## src/core/ssf_pkg.sv

```systemverilog
// shared constants for the serial port status flag block
package ssf_pkg;

    // register byte offsets on the apb slave
    localparam logic [7:0] SSF_ADDR_STATUS     = 8'h00;
    localparam logic [7:0] SSF_ADDR_CONTROL    = 8'h04;
    localparam logic [7:0] SSF_ADDR_IRQ_ENABLE = 8'h08;
    localparam logic [7:0] SSF_ADDR_IRQ_CLEAR  = 8'h0C;
    localparam logic [7:0] SSF_ADDR_IRQ_STATUS = 8'h10;

    // serial_port_status field layout
    localparam int SSF_CNT_W        = 5;
    localparam int SSF_RXCNT_LSB    = 24;
    localparam int SSF_TXCNT_LSB    = 16;
    localparam int SSF_FRAME_ERROR_FLAG_BIT   = 12;
    localparam int SSF_BUSY_BIT     = 11;
    localparam int SSF_TUR_BIT      = 8;
    localparam int SSF_SHIFT_REG_EMPTY_FLAG_BIT     = 7;
    localparam int SSF_ROV_BIT      = 6;
    localparam int SSF_RBE_BIT      = 5;
    localparam int SSF_TBE_BIT      = 3;
    localparam int SSF_TBF_BIT      = 1;
    localparam int SSF_RBF_BIT      = 0;

    // reset values of the buffer level, busy and shift register empty flags
    localparam logic SSF_TBE_RESET  = 1'b1;
    localparam logic SSF_TBF_RESET  = 1'b0;
    localparam logic SSF_RBF_RESET  = 1'b0;
    localparam logic SSF_BUSY_RESET = 1'b0;
    localparam logic SSF_SHIFT_REG_EMPTY_FLAG_RESET = 1'b0;

    // control register layout
    localparam int SSF_CTRL_ON_BIT  = 0;
    localparam int SSF_CTRL_ENH_BIT = 1;
    localparam int SSF_CTRL_FRM_BIT = 2;
    localparam int SSF_CTRL_W       = 3;
    localparam logic [SSF_CTRL_W-1:0] SSF_CTRL_RESET = 3'h0;

    // interrupt event layout, shared by status, enable and clear
    localparam int SSF_IRQ_W        = 4;
    localparam int SSF_IRQ_FRM_BIT  = 0;
    localparam int SSF_IRQ_TUR_BIT  = 1;
    localparam int SSF_IRQ_ROV_BIT  = 2;
    localparam int SSF_IRQ_RXW_BIT  = 3;
    localparam logic [SSF_IRQ_W-1:0] SSF_IRQ_RESET = 4'h0;

    // fifo pointer width: depth 16 plus one wrap bit
    localparam int SSF_PTR_W        = 5;

endpackage : ssf_pkg

```

## src/core/ssf_sticky.sv

```systemverilog
// sticky flag cell: hardware set wins over clear
`timescale 1ns/100ps
`default_nettype none

module ssf_sticky #(
    parameter int             W           = 1,
    parameter logic [W-1:0]   RESET_VALUE = '0
) (
    input  wire logic         pclk,
    input  wire logic         presetn,
    input  wire logic [W-1:0] set,
    input  wire logic [W-1:0] clear,
    output var  logic [W-1:0] q
);

    logic [W-1:0] next_q;

    // an event landing in the clearing cycle is kept
    assign next_q = (q & ~clear) | set;

    always_ff @(posedge pclk or negedge presetn) begin
        if (!presetn) begin
            q <= RESET_VALUE;
        end else begin
            q <= next_q;
        end
    end

endmodule // ssf_sticky

`default_nettype wire

```

## src/core/ssf_status.sv

```systemverilog
// serial port status flags with apb register access and interrupt
// Notes on behaviour
// - receive element count at bits 28-24, valid only with enhanced buffer
// - transmit element count at bits 20-16, valid only with enhanced buffer
// - frame error flag at bit 12, set on detected frame error in framed mode
// - activity flag at bit 11 high while busy, low while idle
// - transmit underrun flag at bit 8, set in framed sync operation
// - underrun clears on module off then on, or software writing zero
// - bit 7 shows shift register empty, valid with enhanced buffer
// - receive overflow at bit 6 set, new word discarded if previous unread
// - overflow set only by hardware, cleared by off/on or writing zero
// - bit 5 shows receive fifo empty when read pointer equals write pointer, valid with enhanced buffer
// - unimplemented status bits read as zero
//
// Design decisions made here: the APB slave port and the address map.
`timescale 1ns/100ps
`default_nettype none

module ssf_status
    import ssf_pkg::*;
#(
    parameter int PTR_W = SSF_PTR_W
) (
    input  wire logic             pclk,
    input  wire logic             presetn,
    input  wire logic [7:0]       paddr,
    input  wire logic             psel,
    input  wire logic             penable,
    input  wire logic             pwrite,
    input  wire logic [31:0]      pwdata,
    output var  logic [31:0]      prdata,
    output logic                  pready,
    output logic                  pslverr,
    input  wire logic [PTR_W-1:0] rx_fifo_write_pointer,
    input  wire logic [PTR_W-1:0] rx_fifo_read_pointer,
    input  wire logic [PTR_W-1:0] tx_fifo_write_pointer,
    input  wire logic [PTR_W-1:0] tx_fifo_read_pointer,
    input  wire logic             frame_error_detect,
    input  wire logic             transfer_active,
    input  wire logic             tx_underrun_detect,
    input  wire logic             shift_reg_empty,
    input  wire logic             rx_word_done,
    input  wire logic             serial_data_buffer_unread,
    input  wire logic             tx_buffer_empty,
    input  wire logic             tx_buffer_full,
    input  wire logic             rx_buffer_full,
    output logic                  rx_word_keep,
    output logic                  module_on,
    output logic                  enhanced_buffer_enable,
    output logic                  framed_mode_enable,
    output logic                  irq
);

    // apb decode
    logic                  bus_setup;
    logic                  bus_access;
    logic                  bus_write;
    logic                  hit_status;
    logic                  hit_control;
    logic                  hit_irq_enable;
    logic                  hit_irq_clear;
    logic                  hit_irq_status;
    logic                  hit_any;

    // control and interrupt registers
    logic [SSF_CTRL_W-1:0] control;
    logic [SSF_IRQ_W-1:0]  irq_enable;
    logic [SSF_IRQ_W-1:0]  irq_status;
    logic [SSF_IRQ_W-1:0]  irq_set;
    logic [SSF_IRQ_W-1:0]  irq_clear;

    // hardware-set status flags: frame error, underrun, overflow
    logic [2:0]            flag_q;
    logic [2:0]            flag_set;
    logic [2:0]            flag_clear;
    logic                  frame_error_flag;
    logic                  tx_underrun_flag;
    logic                  rx_overflow_flag;

    // sampled level flags
    logic                  activity_flag;
    logic                  shift_reg_empty_q;
    logic                  tx_buffer_empty_flag;
    logic                  tx_buffer_full_flag;
    logic                  rx_buffer_full_flag;

    // derived status fields
    logic [PTR_W-1:0]      rx_ptr_diff;
    logic [PTR_W-1:0]      tx_ptr_diff;
    logic [SSF_CNT_W-1:0]  rx_element_count;
    logic [SSF_CNT_W-1:0]  tx_element_count;
    logic                  shift_reg_empty_flag;
    logic                  rx_fifo_empty_flag;
    logic                  overflow_event;
    logic [31:0]           serial_port_status;
    logic [31:0]           read_mux;
    logic [31:0]           next_prdata;

    // bus handshake: zero wait states, error on unmapped offsets
    assign bus_setup      = psel & ~penable;
    assign bus_access     = psel & penable;
    assign bus_write      = bus_access & pwrite;
    assign hit_status     = (paddr == SSF_ADDR_STATUS);
    assign hit_control    = (paddr == SSF_ADDR_CONTROL);
    assign hit_irq_enable = (paddr == SSF_ADDR_IRQ_ENABLE);
    assign hit_irq_clear  = (paddr == SSF_ADDR_IRQ_CLEAR);
    assign hit_irq_status = (paddr == SSF_ADDR_IRQ_STATUS);
    assign hit_any        = hit_status | hit_control | hit_irq_enable
                          | hit_irq_clear | hit_irq_status;
    assign pready         = 1'b1;
    assign pslverr        = bus_access & ~hit_any;

    // control outputs steer the rest of the unit
    assign module_on              = control[SSF_CTRL_ON_BIT];
    assign enhanced_buffer_enable = control[SSF_CTRL_ENH_BIT];
    assign framed_mode_enable     = control[SSF_CTRL_FRM_BIT];

    always_ff @(posedge pclk or negedge presetn) begin
        if (!presetn) begin
            control <= SSF_CTRL_RESET;
        end else if (bus_write && hit_control) begin
            control <= pwdata[SSF_CTRL_W-1:0];
        end
    end

    always_ff @(posedge pclk or negedge presetn) begin
        if (!presetn) begin
            irq_enable <= SSF_IRQ_RESET;
        end else if (bus_write && hit_irq_enable) begin
            irq_enable <= pwdata[SSF_IRQ_W-1:0];
        end
    end

    // receive path: a finished word is kept only if the last was read
    assign overflow_event = rx_word_done & serial_data_buffer_unread & module_on;
    assign rx_word_keep   = rx_word_done & ~serial_data_buffer_unread & module_on;

    // flag sets; events are ignored while the module is off
    assign flag_set[0] = frame_error_detect & framed_mode_enable & module_on;
    assign flag_set[1] = tx_underrun_detect & framed_mode_enable & module_on;
    assign flag_set[2] = overflow_event;

    // software clears by writing zero; switching off clears all three,
    // so the off/on cycle leaves them clean when the module comes back
    assign flag_clear[0] = ~module_on
                         | (bus_write & hit_status & ~pwdata[SSF_FRAME_ERROR_FLAG_BIT]);
    assign flag_clear[1] = ~module_on
                         | (bus_write & hit_status & ~pwdata[SSF_TUR_BIT]);
    assign flag_clear[2] = ~module_on
                         | (bus_write & hit_status & ~pwdata[SSF_ROV_BIT]);

    ssf_sticky #(
        .W           (3),
        .RESET_VALUE (3'h0)
    ) u_flags (
        .pclk    (pclk),
        .presetn (presetn),
        .set     (flag_set),
        .clear   (flag_clear),
        .q       (flag_q)
    );

    assign frame_error_flag = flag_q[0];
    assign tx_underrun_flag = flag_q[1];
    assign rx_overflow_flag = flag_q[2];

    // level flags come from same-clock logic; one flop keeps reset values
    always_ff @(posedge pclk or negedge presetn) begin
        if (!presetn) begin
            activity_flag        <= SSF_BUSY_RESET;
            shift_reg_empty_q    <= SSF_SHIFT_REG_EMPTY_FLAG_RESET;
            tx_buffer_empty_flag <= SSF_TBE_RESET;
            tx_buffer_full_flag  <= SSF_TBF_RESET;
            rx_buffer_full_flag  <= SSF_RBF_RESET;
        end else begin
            activity_flag        <= transfer_active;
            shift_reg_empty_q    <= shift_reg_empty;
            tx_buffer_empty_flag <= tx_buffer_empty;
            tx_buffer_full_flag  <= tx_buffer_full;
            rx_buffer_full_flag  <= rx_buffer_full;
        end
    end

    // element counts from the pointer distance; the wrap bit makes a full
    // fifo read as its depth rather than zero
    assign rx_ptr_diff = rx_fifo_write_pointer - rx_fifo_read_pointer;
    assign tx_ptr_diff = tx_fifo_write_pointer - tx_fifo_read_pointer;
    assign rx_element_count = enhanced_buffer_enable
                            ? SSF_CNT_W'(rx_ptr_diff) : '0;
    assign tx_element_count = enhanced_buffer_enable
                            ? SSF_CNT_W'(tx_ptr_diff) : '0;

    // enhanced-only flags read zero with the plain buffer
    assign shift_reg_empty_flag = enhanced_buffer_enable & shift_reg_empty_q;
    assign rx_fifo_empty_flag   = enhanced_buffer_enable
                                & (rx_fifo_read_pointer == rx_fifo_write_pointer);

    // status word; every position not assigned below reads zero
    always_comb begin
        serial_port_status = 32'h0000_0000;
        serial_port_status[SSF_RXCNT_LSB +: SSF_CNT_W] = rx_element_count;
        serial_port_status[SSF_TXCNT_LSB +: SSF_CNT_W] = tx_element_count;
        serial_port_status[SSF_FRAME_ERROR_FLAG_BIT] = frame_error_flag;
        serial_port_status[SSF_BUSY_BIT]   = activity_flag;
        serial_port_status[SSF_TUR_BIT]    = tx_underrun_flag;
        serial_port_status[SSF_SHIFT_REG_EMPTY_FLAG_BIT]   = shift_reg_empty_flag;
        serial_port_status[SSF_ROV_BIT]    = rx_overflow_flag;
        serial_port_status[SSF_RBE_BIT]    = rx_fifo_empty_flag;
        serial_port_status[SSF_TBE_BIT]    = tx_buffer_empty_flag;
        serial_port_status[SSF_TBF_BIT]    = tx_buffer_full_flag;
        serial_port_status[SSF_RBF_BIT]    = rx_buffer_full_flag;
    end

    // interrupt events share the flag set terms plus word arrival
    assign irq_set[SSF_IRQ_FRM_BIT] = flag_set[0];
    assign irq_set[SSF_IRQ_TUR_BIT] = flag_set[1];
    assign irq_set[SSF_IRQ_ROV_BIT] = flag_set[2];
    assign irq_set[SSF_IRQ_RXW_BIT] = rx_word_keep;
    assign irq_clear = (bus_write && hit_irq_clear) ? pwdata[SSF_IRQ_W-1:0] : '0;

    ssf_sticky #(
        .W           (SSF_IRQ_W),
        .RESET_VALUE (SSF_IRQ_RESET)
    ) u_irq (
        .pclk    (pclk),
        .presetn (presetn),
        .set     (irq_set),
        .clear   (irq_clear),
        .q       (irq_status)
    );

    assign irq = |(irq_status & irq_enable);

    // read data is captured in the setup cycle, so it stands stable
    // through the access phase; the clear register reads zero
    always_comb begin
        read_mux = 32'h0000_0000;
        if (hit_status) begin
            read_mux = serial_port_status;
        end else if (hit_control) begin
            read_mux[SSF_CTRL_W-1:0] = control;
        end else if (hit_irq_enable) begin
            read_mux[SSF_IRQ_W-1:0] = irq_enable;
        end else if (hit_irq_status) begin
            read_mux[SSF_IRQ_W-1:0] = irq_status;
        end
    end

    assign next_prdata = (bus_setup && !pwrite) ? read_mux : prdata;

    always_ff @(posedge pclk or negedge presetn) begin
        if (!presetn) begin
            prdata <= 32'h0000_0000;
        end else begin
            prdata <= next_prdata;
        end
    end

endmodule // ssf_status

`default_nettype wire

```

## config.mk

```make
export PLATFORM = sky130hd
export DESIGN_NAME = ssf_status
export DESIGN_NICKNAME = d
export VERILOG_FILES = /design/src/core/ssf_pkg.sv /design/src/core/ssf_sticky.sv /design/src/core/ssf_status.sv
export SDC_FILE = /design/constraint.sdc
export NUM_CORES = 1
export LEC_CHECK = 0
export BUFFER_PORTS_ARGS = -buffer_cell sky130_fd_sc_hd__buf_4
export CAP_MARGIN = 0
export CORE_MARGIN = 2
export CORE_UTILIZATION = 48
export DETAILED_ROUTE_END_ITERATION = 8
export PLACE_DENSITY = 0.85
export SLEW_MARGIN = 40
export SYNTH_ARGS = -nofsm -noshare
export SYNTH_HDL_FRONTEND = slang
export SYNTH_SLANG_ARGS = --single-unit
```

## constraint.sdc

```tcl
create_clock -name pclk -period 2 [get_ports pclk]
set_input_delay 0.1 -clock pclk [delete_from_list [all_inputs] [get_ports pclk]]
set_output_delay 0.1 -clock pclk [all_outputs]
set_load 0.005 [all_outputs]
```

**Word-level counts from Yosys, hierarchy flattened**

Index checks and enable logic that the tools add are counted.

- Flip-flop bits (word level): 51
- Input port bits: 74

- Multiplexer cells: 9
- Equality and inequality tests: 5
- Bitwise gates (word level): 39
- Add/subtract/negate cells: 2
- Reductions and logical operators: 7

Operators by type and width:

| operator | count |
|---|---|
| $mux W25 | 1 |
| $and A1 B1 Y1 | 18 |
| $eq A8 B4 Y1 const B | 2 |
| $mux W4 | 4 |
| $mux W5 | 2 |
| $sub A5 B5 Y5 | 2 |
| $and A4 B4 Y4 | 2 |
| $eq A8 B3 Y1 const B | 1 |
| $eq A8 B5 Y1 const B | 1 |
| $logic_not A8 Y1 | 1 |
| $not A1 Y1 | 7 |
| $or A1 B1 Y1 | 7 |
| $eq A5 B5 Y1 | 1 |
| $logic_and A1 B1 Y1 | 4 |
| $not A4 Y4 | 1 |
| $or A4 B4 Y4 | 1 |
| $reduce_or A4 Y1 | 1 |
| $and A3 B3 Y3 | 1 |
| $mux W3 | 1 |
| $not A3 Y3 | 1 |
| $or A3 B3 Y3 | 1 |
| $logic_not A1 Y1 | 1 |
| $mux W1 | 1 |

**Longest topological paths before layout**

- Depth after elaboration: 8
- Mapped depth: 8

**Hierarchy**

From an unflattened synthesis, not the netlist that was laid out.

- Cell total of the unflattened synthesis: 210
- Area total of the unflattened synthesis: 2124.5 um^2

By module, submodules not included:

| module | instances | sequential area each (um^2) | area an instance (um^2) | cells each |
|---|---|---|---|---|
| ssf_status | 1 | 802.0 | 1870.5 | 189 |
| ssf_sticky at u_irq | 1 | 100.1 | 145.1 | 12 |
| ssf_sticky at u_flags | 1 | 75.1 | 108.9 | 9 |

**Worst setup path after synthesis**

Ideal clock, no wire load.

- Kind: input-to-reg
- Start: input port paddr[0]
- End: register control[0]
- Stages: 4
- Data arrival time: 1.836 ns
- Library setup time: 0.125 ns
- Setup slack: 0.040 ns
- Buffers on the path: 0
- Cell sequence: or4_4 or4_4 nor3b_4 mux2_2

- Longest elaborated chain between the ends: 2

RTL lines:

| item | line | RTL |
|---|---|---|
| start: declaration | ssf_status.sv:26 | `input wire logic [7:0] paddr,` |
| $eq A8 B3 Y1 | ssf_status.sv:104 | `assign hit_control = (paddr == SSF_ADDR_CONTROL);` |
| $logic_and A1 B1 Y1 | ssf_status.sv:121 | `end else if (bus_write && hit_control) begin` |
| end signal: assignment | ssf_status.sv:122 | `control <= pwdata[SSF_CTRL_W-1:0];` |
| end: declaration | ssf_status.sv:66 | `logic [SSF_CTRL_W-1:0] control;` |

Every way passes these cells.
A chain may end at the register's enable or synchronous reset.

**Final worst setup path**

Same ends and word-level chain as after synthesis.

==> flow_metrics.py <==
metrics = {
    "logic_synthesis": {
        "syn-cell-area_um2": 2080,
        "syn_inst": 197,
        "ys_seq_area_share_pct": 46.9,
        "postSynthRegisterBits": 39,
        "ys_async_sr_fraction_pct": 100,
        "synth_flop_cell": "dfrtp_1",
        "synth_edf_count": 0,
        "synth_cell_types": 41,
        "postSynthAreaPerCell_um2": 10.6,
        "ys_warn_count": 0,
    },
    "sta": {
        "drv_slew": 0,
        "fin_crit_sh_pct": 90.2,
        "min_period_ps": 1800,
        "max_freq_mhz": 554,
        "setup_tns_ps": 0,
        "setup_slack_ps": 196,
        "hold_viol": 0,
        "setup_viol": 0,
        "fin_skew_ps": 7.80,
        "rsz0062_at_grt": "no",
    },
    "placement": {
        "place_congestion": 0.786,
        "place_ws_ps": -80.1,
        "dp_hpwl_mm": 3.68,
        "portBuffers": 74,
    },
    "die": {
        "start_util_pct": 51.0,
        "io_pins": 113,
        "core.rowCount": 23,
        "fp.dieW_um": 69.9,
        "coreArea_um2": 4090,
        "die_area_um2": 4880,
        "die_h_um": 69.9,
    },
    "setup_path": {
        "cp.arrival_ps": 1980,
        "cp_max_fo": 3,
        "worst_path_max_delay_cell": "or4_4",
        "worstRegToRegCells": 4,
        "path_cells": "buf_4, or4_4, or4_4, nor3b_4, mux2_2",
        "crit_path_start_kind": "input port",
        "max_stage_delay_ps": 570,
        "path_class": "input port to flop",
        "cp-end-kind": "flop",
        "worstPathRequired_ps": 2170,
        "cp_common_cell": "or4_4",
    },
    "route": {
        "wl_per_cell_um": 14.0,
        "drtAntennaViolNets": 0,
        "drtIter0Drc": 107,
        "first_pass_iters": 4,
        "viasPerCell": 5.27,
        "vias": 1749,
        "drc": 0,
        "finalWirelength_mm": 4.64,
    },
    "outcome": {
        "status": "finished clean",
    },
    "clock_tree": {
        "cts_max_level": 2,
        "clock_latency_ps": 290,
        "cts_setup_buffers": 0,
        "cts_buffers": 5,
        "cts_sinks": 39,
        "cts.path.max_buffers": 2,
        "clock-root-buffer": "clkbuf_8",
        "clk_pin_slew_ps": 70,
        "tritoncts": "done",
    },
    "global_routing": {
        "grt_start_max_net_pins": 40,
        "antenna_found_initial": 0,
        "globalRouteTotalUtil_pct": 19.3,
        "grt-ovfl-total": 0,
        "first_global_vias": 1615,
        "grt_pass1_wl_mm": 7.49,
    },
    "layout": {
        "final_layout_size_suffix_gt1_share_pct": 36.2,
        "final_common_cell": "buf_4",
        "area_delta_synth_final_pct": 35.9,
        "nNetsFinal": 365,
        "fillers": 333,
        "diodes": 0,
        "fin_util_pct": 69.3,
        "final_cell_mix": "79 x buf_4, 38 x dfrtp_1, 24 x nand2_1",
    },
    "power_and_ir_drop": {
        "ir_drop_mv": 0.460,
        "power.density_nw_per_um2": 598,
        "p_leak_nw": 1.44,
    },
    "flow_run": {
        "max_cap_violations": 0,
    },
    "min_path": {
        "hold_class": "input port to flop",
        "hold_depth": 2,
    },
}
-- cells in the mapped netlist (all sizes together) (4+ instances only) --
cell type	n	area, µm²
buf	15	106
inv	13	48.8
a22oi	4	30.0
ha	8	100
nor2	6	22.5
dfrtp	38	951
o21ai	14	70.1
clkbuf	4	15.0
mux2	8	90.1
a21oi	6	30.0
nand2	24	90.1
xor2	6	52.6
a32o	6	60.1
a22o	5	43.8
-- metal layers --
layer / routed length [µm] / global-route usage (%)
met3: 285 / 3.90
met2: 2350 / 31.2
met4: 63 / 7.91
met5: 0 / 0
met1: 1940 / 25.4
-- per-stage QoR --
step	power, mW	std cells	hold slack [ps]	instance area (µm²)
2_1_floorplan	0.952	208	-196	2120
3_3_place_gp	1.05	318	91.2	2660
3_5_place_dp	1.06	318	93.6	2660
4_1_cts	1.71	332	58.6	2830
5_1_grt	1.77	332	55.2	2830
6_report	1.69	332	68.4	2830
-- final cells by class --
| cell class | instances | area, µm² | area share, % |
|---|---|---|---|
| well taps | 50 | 62.6 | 2.21 |
| inverters | 13 | 48.8 | 1.72 |
| clock buffers | 5 | 68.8 | 2.43 |
| clock inverters | 3 | 43.8 | 1.55 |
| multi-input cells | 137 | 977 | 34.5 |
| flip-flops and latches | 39 | 977 | 34.5 |
| repair buffers | 85 | 653 | 23.1 |
-- flip-flops by register name, summed over array words and instances, names as in the netlist, 3 cells and up --
register,cells
prdata,20
u_irq.q,4
control,3
u_flags.q,3
irq_enable,4
-- kinds of logic (layout without fill, tap and decap cells) --
logic type,after synthesis,count (layout),share of synthesized area [%]
adders and majority gates,10,10,6.73
muxes,9,9,4.80
DFF,39,39,46.9
and+or+nand+nor,48,48,13.3
buffers and inverters,32,106,8.17
other,2,13,0.360
AOI/OAI and AO/OA,49,49,16.3
xor gates and xnor gates,8,8,3.36
-- worst paths after layout --
kind | from | endpoint | slack (ps)
max in group asynchronous | presetn | tx_buffer_empty_flag | 1330
worst min-delay path | pwdata[3] | irq_enable[3] | 70
worst max-delay path | paddr[0] | control[0] | 200
worst max register to register | control[0] | prdata[0] | 800
worst min register to register | activity_flag | prdata[11] | 480
min in group asynchronous | presetn | u_flags.q[2] | 300
-- repair_timing --
item	in CTS	in global routing
hold buffers	6	0
setup endpoints to repair	0	0
hold endpoints to repair	43	0
gates resized for setup	0	0
-- report_power, final --
group	total, mW	switching, mW	internal, mW
Sequential	0.809	0.00818	0.801
Combinational	0.247	0.118	0.128
Clock	0.638	0.267	0.371
Total	1.69	0.394	1.30
-- worst max-delay path, delay by kind of cell --
| family | cells | cell delay [ps] |
|---|---|---|
| buf+inv | 1 | 110 |
| mux | 1 | 370 |
| simple gates | 3 | 1400 |
Power figures use the tool's default switching activity.
